<file path="config.mk">
export PLATFORM = sky130hd
export DESIGN_NAME = isfrl_regs
export DESIGN_NICKNAME = d
export VERILOG_FILES = /design/src/shared/isfrl_pkg.sv /design/src/logic/isfrl_regs.sv
export SDC_FILE = /design/constraint.sdc
export NUM_CORES = 1
export LEC_CHECK = 0
export BUFFER_PORTS_ARGS = -buffer_cell sky130_fd_sc_hd__buf_2
export CORE_ASPECT_RATIO = 1.4
export CORE_UTILIZATION = 50
export DETAILED_ROUTE_END_ITERATION = 10
export PLACE_DENSITY_LB_ADDON = 0.08
export SLEW_MARGIN = 20
export SYNTH_ARGS = -nofsm -noshare
export SYNTH_HDL_FRONTEND = slang
export SYNTH_SLANG_ARGS = --single-unit
</file>
<file path="constraint.sdc">
create_clock -name clk_sys -period 5 [get_ports clk_sys]
set_clock_uncertainty 0.1 [all_clocks]
set_input_delay 0.25 -clock clk_sys [delete_from_list [all_inputs] [get_ports clk_sys]]
set_output_delay 0.25 -clock clk_sys [all_outputs]
set_load 0.05 [all_outputs]
</file>
<file path="src/shared/isfrl_pkg.sv">
// Purpose: Constants for the receive-status register bank
// Assumes: Avalon-MM slave with 32-bit data, one register per word
// Notes: Byte address is four times the register index
package isfrl_pkg;
  // ==========================================================
  // Register indices and address width
  localparam logic [7:0] IDX_IRQ_STATUS_TWO = 8'h38;
  localparam logic [7:0] IDX_FIFO_STATE = 8'h39;
  localparam logic [7:0] IDX_RX_LENGTH_UPPER_OPTS = 8'h3a;
  localparam logic [7:0] IDX_RX_LENGTH_LOWER = 8'h3b;
  localparam logic [7:0] IDX_ENABLE_TWO = 8'h36;
  localparam logic [7:0] IDX_IRQ_STATUS_ONE = 8'h37;
  localparam logic [7:0] IDX_ENABLE_ONE = 8'h35;
  localparam int ADDR_W = 10;
  // ==========================================================
  // Bit positions
  localparam int BIT_ANA = 7;
  localparam int BIT_CMD = 6;
  localparam int BIT_CRC = 2;
  localparam int BIT_LEN = 1;
  localparam int BIT_PRE = 0;
  localparam int BIT_TX_BUSY = 7;
  localparam int BIT_RX_BUSY = 6;
  localparam int BIT_OVFL = 5;
  localparam int BIT_NO_CRC = 7;
  localparam int BIT_RAW_FIFO = 6;
  localparam int BIT_REPEAT = 5;
  localparam int BIT_AUTO_ERR = 4;
  localparam int BIT_ONE_ERR = 4;
  localparam int BIT_ONE_HDR = 3;
  // ==========================================================
  // Reset values and fixed figures
  localparam logic [7:0] RST_IRQ_TWO = 8'h00;
  localparam logic [7:0] RST_RXL_UPPER = 8'h00;
  localparam logic [7:0] RST_RXL_LOWER = 8'h00;
  localparam logic [7:0] RST_EN_TWO = 8'h40;
  localparam logic [7:0] RST_EN_ONE = 8'hfb;
  localparam logic [7:0] STATUS_TWO_MASK = 8'hc7;
  localparam logic [4:0] FIFO_EMPTY_READ = 5'h1f;
  localparam int FIFO_DEPTH = 24;
  localparam logic [11:0] LEN_SHORT = 12'h010;
  localparam logic [11:0] LEN_LONG = 12'h020;
  localparam logic [11:0] LEN_ERRCODE = 12'h029;
  localparam logic [7:0] CMD_SHORT_FIRST = 8'h98;
  localparam logic [7:0] CMD_SHORT_LAST = 8'h9c;
  localparam logic [7:0] CMD_LONG = 8'h9f;
endpackage

</file>
<file path="src/logic/isfrl_regs.sv">
// Purpose: Interrupt status two, FIFO state and receive length registers
// Assumes: Event inputs are one-cycle pulses synchronous to clk_sys
// Notes: Function
// Function
// RULE1: Analog flag bit 7 sets on either edge of osc, PLL, field status.
// RULE2: Command-done flag bit 6 sets when a direct command finishes.
// RULE3: Sub-flags: bit 2 CRC, bit 1 length/protocol, bit 0 preamble/overflow.
// RULE4: Status two clears at power-up and while chip enable is low.
// RULE5: A completed read of status clears it and its interrupt.
// RULE6: Interrupt high while any enabled bit set in either status register.
// RULE7: Any error sets summary flag and also the matching sub-flags.
// RULE8: Host may enable only summary error and read only status one; the code lets the host write every enable bit and read status two.
// RULE9: FIFO state bit 7 shows transmission in progress.
// RULE10: FIFO state bit 6 shows reception in progress.
// RULE11: FIFO state bit 5 sets when over 24 bytes loaded.
// RULE12: Five-bit byte count; shows 1Fh after reading an empty FIFO.
// RULE13: No-CRC bit 7 makes reception skip CRC checking.
// RULE14: Raw-FIFO bit 6 passes CRC bytes, swaps header for 2nd-byte irq.
// RULE15: Repeat bit 5 adds byte irqs after bytes four and six.
// RULE16: Auto error-code bit with header set forces length to 41.
// RULE17: Short commands preset length: 16 for 98h-9Ch, 32 for 9Fh.
// RULE18: Host programs other lengths as a 12-bit split value.
// RULE19: Status bits set regardless of enables; enables gate output only.
// RULE20: Reserved bits 5 to 3 of status two read zero.
//
// Register access over Avalon-MM was chosen for this implementation.
`timescale 1ns/1ps
`default_nettype none
module isfrl_regs
  import isfrl_pkg::*;
#(
  parameter int FIFO_BYTES = FIFO_DEPTH
) (
  input wire logic clk_sys,
  input wire logic sys_rst,
  input wire logic chip_en,
  input wire logic [ADDR_W-1:0] avs_address,
  input wire logic avs_read,
  input wire logic avs_write,
  input wire logic [31:0] avs_writedata,
  input wire logic [3:0] avs_byteenable,
  output logic [31:0] avs_readdata,
  output logic avs_waitrequest,
  output logic [1:0] avs_response,
  input wire logic osc_good,
  input wire logic pll_good,
  input wire logic field_good,
  input wire logic cmd_done,
  input wire logic cmd_start,
  input wire logic [7:0] cmd_code,
  input wire logic crc_error,
  input wire logic length_error,
  input wire logic protocol_error,
  input wire logic preamble_error,
  input wire logic overflow_error,
  input wire logic tx_busy,
  input wire logic rx_busy,
  input wire logic fifo_load,
  input wire logic fifo_unload,
  input wire logic fifo_clear,
  input wire logic header_bit,
  input wire logic rx_byte_done,
  output logic irq,
  output logic receive_no_crc,
  output logic raw_fifo_second_byte_irq,
  output logic repeat_byte_irq,
  output logic [11:0] rx_expected_bits,
  output logic byte_irq_pulse
);
  // Count field and saturation need a depth of 1 to 30
  if (FIFO_BYTES < 1 || FIFO_BYTES > 30) begin : g_bad_depth
    $error("FIFO_BYTES out of range");
  end
  localparam logic [5:0] FIFO_MAX = 6'(FIFO_BYTES);

  // ==========================================================
  // Bus decode
  logic [7:0] idx;
  logic hit_st2, hit_fifo, hit_up, hit_lo, hit_en2, hit_st1, hit_en1;
  logic rd_done, wr_done, mapped;
  assign idx = avs_address[ADDR_W-1:2];
  assign hit_st2 = idx == IDX_IRQ_STATUS_TWO;
  assign hit_fifo = idx == IDX_FIFO_STATE;
  assign hit_up = idx == IDX_RX_LENGTH_UPPER_OPTS;
  assign hit_lo = idx == IDX_RX_LENGTH_LOWER;
  assign hit_en2 = idx == IDX_ENABLE_TWO;
  assign hit_st1 = idx == IDX_IRQ_STATUS_ONE;
  assign hit_en1 = idx == IDX_ENABLE_ONE;
  assign mapped = hit_st2 | hit_fifo | hit_up | hit_lo | hit_en2 | hit_st1
                  | hit_en1;

  // ==========================================================
  // State
  logic ack_reg, ack_next;
  logic [31:0] rdata_reg, rdata_next;
  logic [1:0] resp_reg, resp_next;
  logic [7:0] st2_reg, st2_next;
  logic [7:0] st1_reg, st1_next;
  logic [7:0] en2_reg, en2_next;
  logic [7:0] en1_reg, en1_next;
  logic [7:0] up_reg, up_next;
  logic [7:0] lo_reg, lo_next;
  logic [2:0] ana_reg, ana_next;
  logic [5:0] cnt_reg, cnt_next;
  logic ovfl_reg, ovfl_next;
  logic empty_rd_reg, empty_rd_next;
  logic [2:0] bytes_reg, bytes_next;
  logic hdr_reg, hdr_next;
  logic bi_reg, bi_next;

  assign rd_done = avs_read & ack_reg;
  assign wr_done = avs_write & ack_reg & avs_byteenable[0];
  assign avs_waitrequest = (avs_read | avs_write) & ~ack_reg;
  assign avs_readdata = rdata_reg;
  assign avs_response = resp_reg;

  // ==========================================================
  // Next-state logic
  logic [2:0] ana_now;
  logic any_err;
  logic [7:0] ev2, ev1, fifo_view;
  logic [5:0] cnt_tmp;
  always_comb begin
    ana_now = {osc_good, pll_good, field_good};
    any_err = crc_error | length_error | protocol_error | preamble_error
              | overflow_error;
    ev2 = 8'h00;
    ev2[BIT_ANA] = |(ana_now ^ ana_reg); // [RULE1]
    ev2[BIT_CMD] = cmd_done; // [RULE2]
    ev2[BIT_CRC] = crc_error; // [RULE3] [RULE7]
    ev2[BIT_LEN] = length_error | protocol_error; // [RULE3] [RULE7]
    ev2[BIT_PRE] = preamble_error | overflow_error; // [RULE3] [RULE7]
    ev1 = 8'h00;
    ev1[BIT_ONE_ERR] = any_err; // [RULE7]
    // Header irq becomes 2nd-byte irq in raw mode
    ev1[BIT_ONE_HDR] = up_reg[BIT_RAW_FIFO] ? byte_irq_pulse
                       : (header_bit & ~hdr_reg); // [RULE14]
    ana_next = ana_now;
    hdr_next = rx_busy & (hdr_reg | header_bit);
    // Read clears, but a new event in the same cycle wins
    st2_next = ((rd_done & hit_st2) ? 8'h00 : st2_reg)
               | (ev2 & STATUS_TWO_MASK); // [RULE5] [RULE19] [RULE20]
    st1_next = ((rd_done & hit_st1) ? 8'h00 : st1_reg) | ev1; // [RULE19]
    en2_next = (wr_done & hit_en2) ? avs_writedata[7:0] : en2_reg;
    en1_next = (wr_done & hit_en1) ? avs_writedata[7:0] : en1_reg;
    up_next = (wr_done & hit_up) ? avs_writedata[7:0] : up_reg;
    lo_next = (wr_done & hit_lo) ? avs_writedata[7:0] : lo_reg;
    // Hardware presets of the expected length
    if (cmd_start && cmd_code >= CMD_SHORT_FIRST
        && cmd_code <= CMD_SHORT_LAST) begin
      up_next[3:0] = LEN_SHORT[11:8]; // [RULE17]
      lo_next = LEN_SHORT[7:0];
    end else if (cmd_start && cmd_code == CMD_LONG) begin
      up_next[3:0] = LEN_LONG[11:8]; // [RULE17]
      lo_next = LEN_LONG[7:0];
    end
    if (up_reg[BIT_AUTO_ERR] && header_bit && rx_busy) begin
      up_next[3:0] = LEN_ERRCODE[11:8]; // [RULE16]
      lo_next = LEN_ERRCODE[7:0];
    end
    // FIFO byte count
    cnt_tmp = cnt_reg;
    empty_rd_next = empty_rd_reg;
    if (fifo_load && cnt_tmp < FIFO_MAX + 6'h01) begin
      cnt_tmp = cnt_tmp + 6'h01;
      empty_rd_next = 1'b0;
    end
    if (fifo_unload) begin
      if (cnt_reg == 6'h00) begin
        empty_rd_next = 1'b1; // [RULE12]
      end else begin
        cnt_tmp = cnt_tmp - 6'h01;
      end
    end
    ovfl_next = ovfl_reg | (fifo_load & (cnt_reg >= FIFO_MAX)); // [RULE11]
    cnt_next = cnt_tmp;
    if (fifo_clear) begin
      cnt_next = 6'h00;
      ovfl_next = 1'b0;
      empty_rd_next = 1'b0;
    end
    // Received byte counter for 2nd/4th/6th byte irqs
    bytes_next = rx_busy ? bytes_reg : 3'h0;
    bi_next = 1'b0;
    if (rx_busy && rx_byte_done && bytes_reg != 3'h7) begin
      bytes_next = bytes_reg + 3'h1;
      bi_next = up_reg[BIT_RAW_FIFO] && (bytes_reg == 3'h1
                || (up_reg[BIT_REPEAT] && (bytes_reg == 3'h3
                || bytes_reg == 3'h5))); // [RULE14] [RULE15]
    end
    fifo_view = 8'h00;
    fifo_view[BIT_TX_BUSY] = tx_busy; // [RULE9]
    fifo_view[BIT_RX_BUSY] = rx_busy; // [RULE10]
    fifo_view[BIT_OVFL] = ovfl_reg; // [RULE11]
    fifo_view[4:0] = empty_rd_reg ? FIFO_EMPTY_READ
                     : cnt_reg[4:0]; // [RULE12]
    ack_next = (avs_read | avs_write) & ~ack_reg;
    rdata_next = 32'h0000_0000;
    resp_next = mapped ? 2'b00 : 2'b10;
    if (avs_read) begin
      unique case (1'b1)
        hit_st2: rdata_next[7:0] = st2_reg & STATUS_TWO_MASK; // [RULE20]
        hit_st1: rdata_next[7:0] = st1_reg;
        hit_fifo: rdata_next[7:0] = fifo_view;
        hit_up: rdata_next[7:0] = up_reg;
        hit_lo: rdata_next[7:0] = lo_reg;
        hit_en2: rdata_next[7:0] = en2_reg;
        hit_en1: rdata_next[7:0] = en1_reg;
        default: rdata_next = 32'h0000_0000;
      endcase
    end
  end

  // ==========================================================
  // Registers
  always_ff @(posedge clk_sys or posedge sys_rst) begin
    if (sys_rst) begin
      st2_reg <= RST_IRQ_TWO; // [RULE4]
      st1_reg <= 8'h00;
      en2_reg <= RST_EN_TWO;
      en1_reg <= RST_EN_ONE;
      up_reg <= RST_RXL_UPPER;
      lo_reg <= RST_RXL_LOWER;
      ana_reg <= 3'h0;
      cnt_reg <= 6'h00;
      ovfl_reg <= 1'b0;
      empty_rd_reg <= 1'b0;
      bytes_reg <= 3'h0;
      hdr_reg <= 1'b0;
      bi_reg <= 1'b0;
      ack_reg <= 1'b0;
      rdata_reg <= 32'h0000_0000;
      resp_reg <= 2'b00;
    end else begin
      st2_reg <= chip_en ? st2_next : RST_IRQ_TWO; // [RULE4]
      st1_reg <= chip_en ? st1_next : 8'h00;
      en2_reg <= en2_next;
      en1_reg <= en1_next;
      up_reg <= up_next;
      lo_reg <= lo_next;
      ana_reg <= ana_next;
      cnt_reg <= cnt_next;
      ovfl_reg <= ovfl_next;
      empty_rd_reg <= empty_rd_next;
      bytes_reg <= bytes_next;
      hdr_reg <= hdr_next;
      bi_reg <= bi_next;
      ack_reg <= ack_next;
      rdata_reg <= rdata_next;
      resp_reg <= resp_next;
    end
  end

  // ==========================================================
  // Outputs
  assign irq = |(st2_reg & en2_reg) | |(st1_reg & en1_reg); // [RULE6]
  assign receive_no_crc = up_reg[BIT_NO_CRC]; // [RULE13]
  assign raw_fifo_second_byte_irq = up_reg[BIT_RAW_FIFO]; // [RULE14]
  assign repeat_byte_irq = up_reg[BIT_REPEAT]; // [RULE15]
  assign rx_expected_bits = {up_reg[3:0], lo_reg};
  assign byte_irq_pulse = bi_reg;
endmodule // isfrl_regs
`default_nettype wire

</file>
==> impl_metrics.py <==
metrics = {
    "route": {
        "drt_pre_antenna_iters": 4,
        "drcViolationCount": 0,
        "ant_nets": 0,
        "drtIter0Drc": 161,
        "vias": 2798,
        "drt_wl_total_um": 8130,
        "routedWlPerCell_um": 15.6,
        "via_per_inst": 5.36,
    },
    "finish": {
        "drive_above_1_share_pct": 30.9,
        "utilization_pct": 59.9,
        "num_antenna_cells": 0,
        "instances_no_fill": 522,
        "fin_nets": 504,
        "fillers": 637,
        "syn_to_final_growth_pct": 16.2,
    },
    "synthesis": {
        "synthArstFlopShare_pct": 100,
        "synth_top_area_cell": "dfrtp_1",
        "yosys-top-cells-area": "dfrtp_1 40%, mux2_2 6.6%, buf_4 6.3%",
        "seq_area_frac_synth_pct": 45.8,
        "syn-cell-area_mm2": 0.00358,
        "synthDistinctLibCells": 53,
        "synth_top_area_share_pct": 39.9,
        "synth_enable_flop_cells": 0,
        "ys_warn_count": 0,
        "syn_inst": 350,
        "synth_ff_type": "dfrtp_1",
        "avgSynthCellArea_um2": 10.2,
        "synth_seq_cells": 65,
    },
    "setup_path": {
        "cp.required_ps": 5120,
        "crit_arrival_ps": 2450,
        "r2r_cells": 8,
        "r2r_slack_ps": 2670,
        "critPathKind": "reg -> reg",
        "reg2reg_to": "cnt_reg[5]",
        "startpoint_type": "flop",
        "r2r-start": "cnt_reg[0]",
        "end_kind": "flop",
        "crit_fanout": 6,
    },
    "power_and_ir_drop": {
        "ir_drop_v": 0.000271,
        "power.density_mw_per_mm2": 366,
        "p_leak_uw": 0.00201,
    },
    "placed_design": {
        "placed_cells": 503,
        "place.gp.congestion": 0.797,
        "portBuffers": 73,
        "hpwlAfterDp_um": 5880,
    },
    "cts": {
        "clkLatencyLatePin_ps": 330,
        "post_cts_resized": 0,
        "htree_levels": 3,
        "clk_pin_slew_worst_paths_ps": 70,
        "cts_setup_buffers": 0,
        "cts_tree": "yes",
        "clk_path_buf_depth": 2,
        "cts_root_buffer": "clkbuf_8",
        "clock-sinks": 65,
        "numCtsBuffers": 9,
    },
    "sta": {
        "final-hold-violation-count": 0,
        "timing.hold.ws_ps": 39.6,
        "fmax_ghz": 0.429,
        "fin_crit_ps": 2330,
        "report.final.slew_viol_count": 0,
        "rsz0062_at_grt": "false",
        "slew_headroom_pct": 45.2,
        "setup-tns-final_ps": 0,
        "setup_viol": 0,
        "tightest_slew_ps": 822,
        "finalCritPeriodShare_pct": 46.6,
    },
    "floorplanning": {
        "io_pins": 128,
        "die_h_um": 102,
        "coreArea_mm2": 0.00694,
        "start_util_pct": 51.6,
        "row_count": 36,
        "die_area_mm2": 0.00750,
        "die_w_um": 73.5,
    },
    "global_routing": {
        "grt_usage_pct": 23.7,
        "grt_pass1_vias": 2638,
        "grt_pass1_wl_um": 13100,
        "grt_antenna_before_repair": 0,
        "overflow": 0,
        "grt_max_degree": 66,
    },
    "min_path": {
        "min_from": "cmd_done",
        "holdPathEnd": "st2_reg[6]",
        "min-delay-path-class": "in -> reg",
        "holdPathStages": 3,
    },
    "job": {
        "drv_cap": 0,
    },
    "outcome": {
        "status": "finished clean",
    },
}
## area by class of cell
class	count	area, um^2	share of cell area, %
Sequential cell	65	1640	39.4
Inverter	9	33.8	0.813
Multi-Input combinational cell	258	1720	41.5
Tap cell	95	119	2.86
Clock inverter	2	60.1	1.45
Clock buffer	14	163	3.92
Timing Repair Buffer	79	418	10.1
## how the worst max path moves through the flow
| stage | end | cells after the start | slack, ps | start |
|---|---|---|---|---|
| floorplan | cnt_reg[5] | 8 | 2970 | cnt_reg[0] |
| global placement | lo_reg[4] | 8 | 2340 | avs_address[8] |
| detailed placement | lo_reg[4] | 8 | 2300 | avs_address[8] |
| CTS | cnt_reg[5] | 8 | 2640 | cnt_reg[0] |
| global route | lo_reg[4] | 8 | 2510 | avs_address[8] |
| finish | cnt_reg[5] | 8 | 2670 | cnt_reg[0] |
## per-stage QoR
stage	total power [uW]	setup WS [ps]	cell area, um^2
2_1_floorplan	946	2970	3670
3_5_place_dp	1030	2300	3900
3_3_place_gp	1020	2340	3900
4_1_cts	1530	2640	4150
5_1_grt	1600	2510	4150
6_report	1520	2670	4150
## synthesized netlist by cell type (all sizes together) (2+ instances only)
| cell | n |
|---|---|
| xnor2 | 5 |
| a31o | 2 |
| a31oi | 2 |
| xor2 | 6 |
| o21ai | 18 |
| a221oi | 2 |
| mux2 | 22 |
| nand2b | 4 |
| a21oi | 22 |
| nor2 | 33 |
| inv | 9 |
| clkbuf | 6 |
| a22o | 6 |
| nand4 | 4 |
| nand2 | 27 |
| buf | 36 |
| nand3 | 18 |
| ha | 6 |
| nand3b | 4 |
| dfstp | 8 |
| a211oi | 2 |
| mux4 | 2 |
| a22oi | 8 |
| nor3b | 4 |
| dfrtp | 57 |
| nor2b | 10 |
| mux2i | 9 |
## power by group
part / total (uW) / switching, uW / leakage [uW] / internal [uW]
clock network: 502 / 193 / 0.000111 / 309
registers: 632 / 61.8 / 0.000839 / 570
logic: 386 / 231 / 0.00106 / 155
## placed cells by master, fill, tap and decap left out, types with 3 or more instances in the layout
| master | synthesis | routed |
|---|---|---|
| o21ai_0 | 16 | 16 |
| nand3b_1 | 4 | 4 |
| nand4_1 | 3 | 3 |
| dlygate4sd3_1 | 0 | 3 |
| buf_4 | 30 | 3 |
| nand2_1 | 27 | 27 |
| buf_2 | 5 | 73 |
| a22oi_1 | 8 | 8 |
| dfstp_2 | 8 | 8 |
| a21oi_1 | 22 | 22 |
| xor2_1 | 6 | 6 |
| conb_1 | 1 | 25 |
| mux2i_1 | 9 | 9 |
| mux2_2 | 21 | 21 |
| inv_1 | 9 | 8 |
| xnor2_1 | 5 | 5 |
| clkbuf_8 | 0 | 11 |
| nand2b_1 | 4 | 4 |
| a22o_1 | 6 | 6 |
| nor2_1 | 32 | 32 |
| ha_1 | 6 | 6 |
| nor2b_1 | 10 | 10 |
| nand3_1 | 18 | 18 |
| dfrtp_1 | 57 | 57 |
| clkbuf_1 | 6 | 3 |
## repair_timing
item | CTS | global route
setup endpoints to repair | 0 | 0
hold endpoints to repair | 3 | 0
hold buffers | 3 | 0
## per-layer routing
| metal | GRT usage (%) | wire length [um] | vias up |
|---|---|---|---|
| met5 | 0 | 0 | - |
| met4 | 12.7 | 247 | 0 |
| met3 | 4.64 | 406 | 20 |
| met2 | 39.2 | 4170 | 79 |
| met1 | 29.0 | 3310 | 1370 |
| li1 | - | - | 1329 |
## critical path: stages (launching register included)
cell and delay [ps]:
dfrtp_1 450, inv_1 150, ha_1 240, nor2b_1 150, o21ai_2 260, mux2_2 250
nand4_2 130, nor2b_1 160, mux2_2 340
## cells by family after synthesis
group | share of synthesized area, %
other | 0.105
DFF | 45.8
muxes | 10.8
and+or+nand+nor | 16.6
adders and majority gates | 2.10
xor gates and xnor gates | 2.69
AOI/OAI and AO/OA | 13.3
buffers and inverters | 8.68
Power figures use the tool's default switching activity.
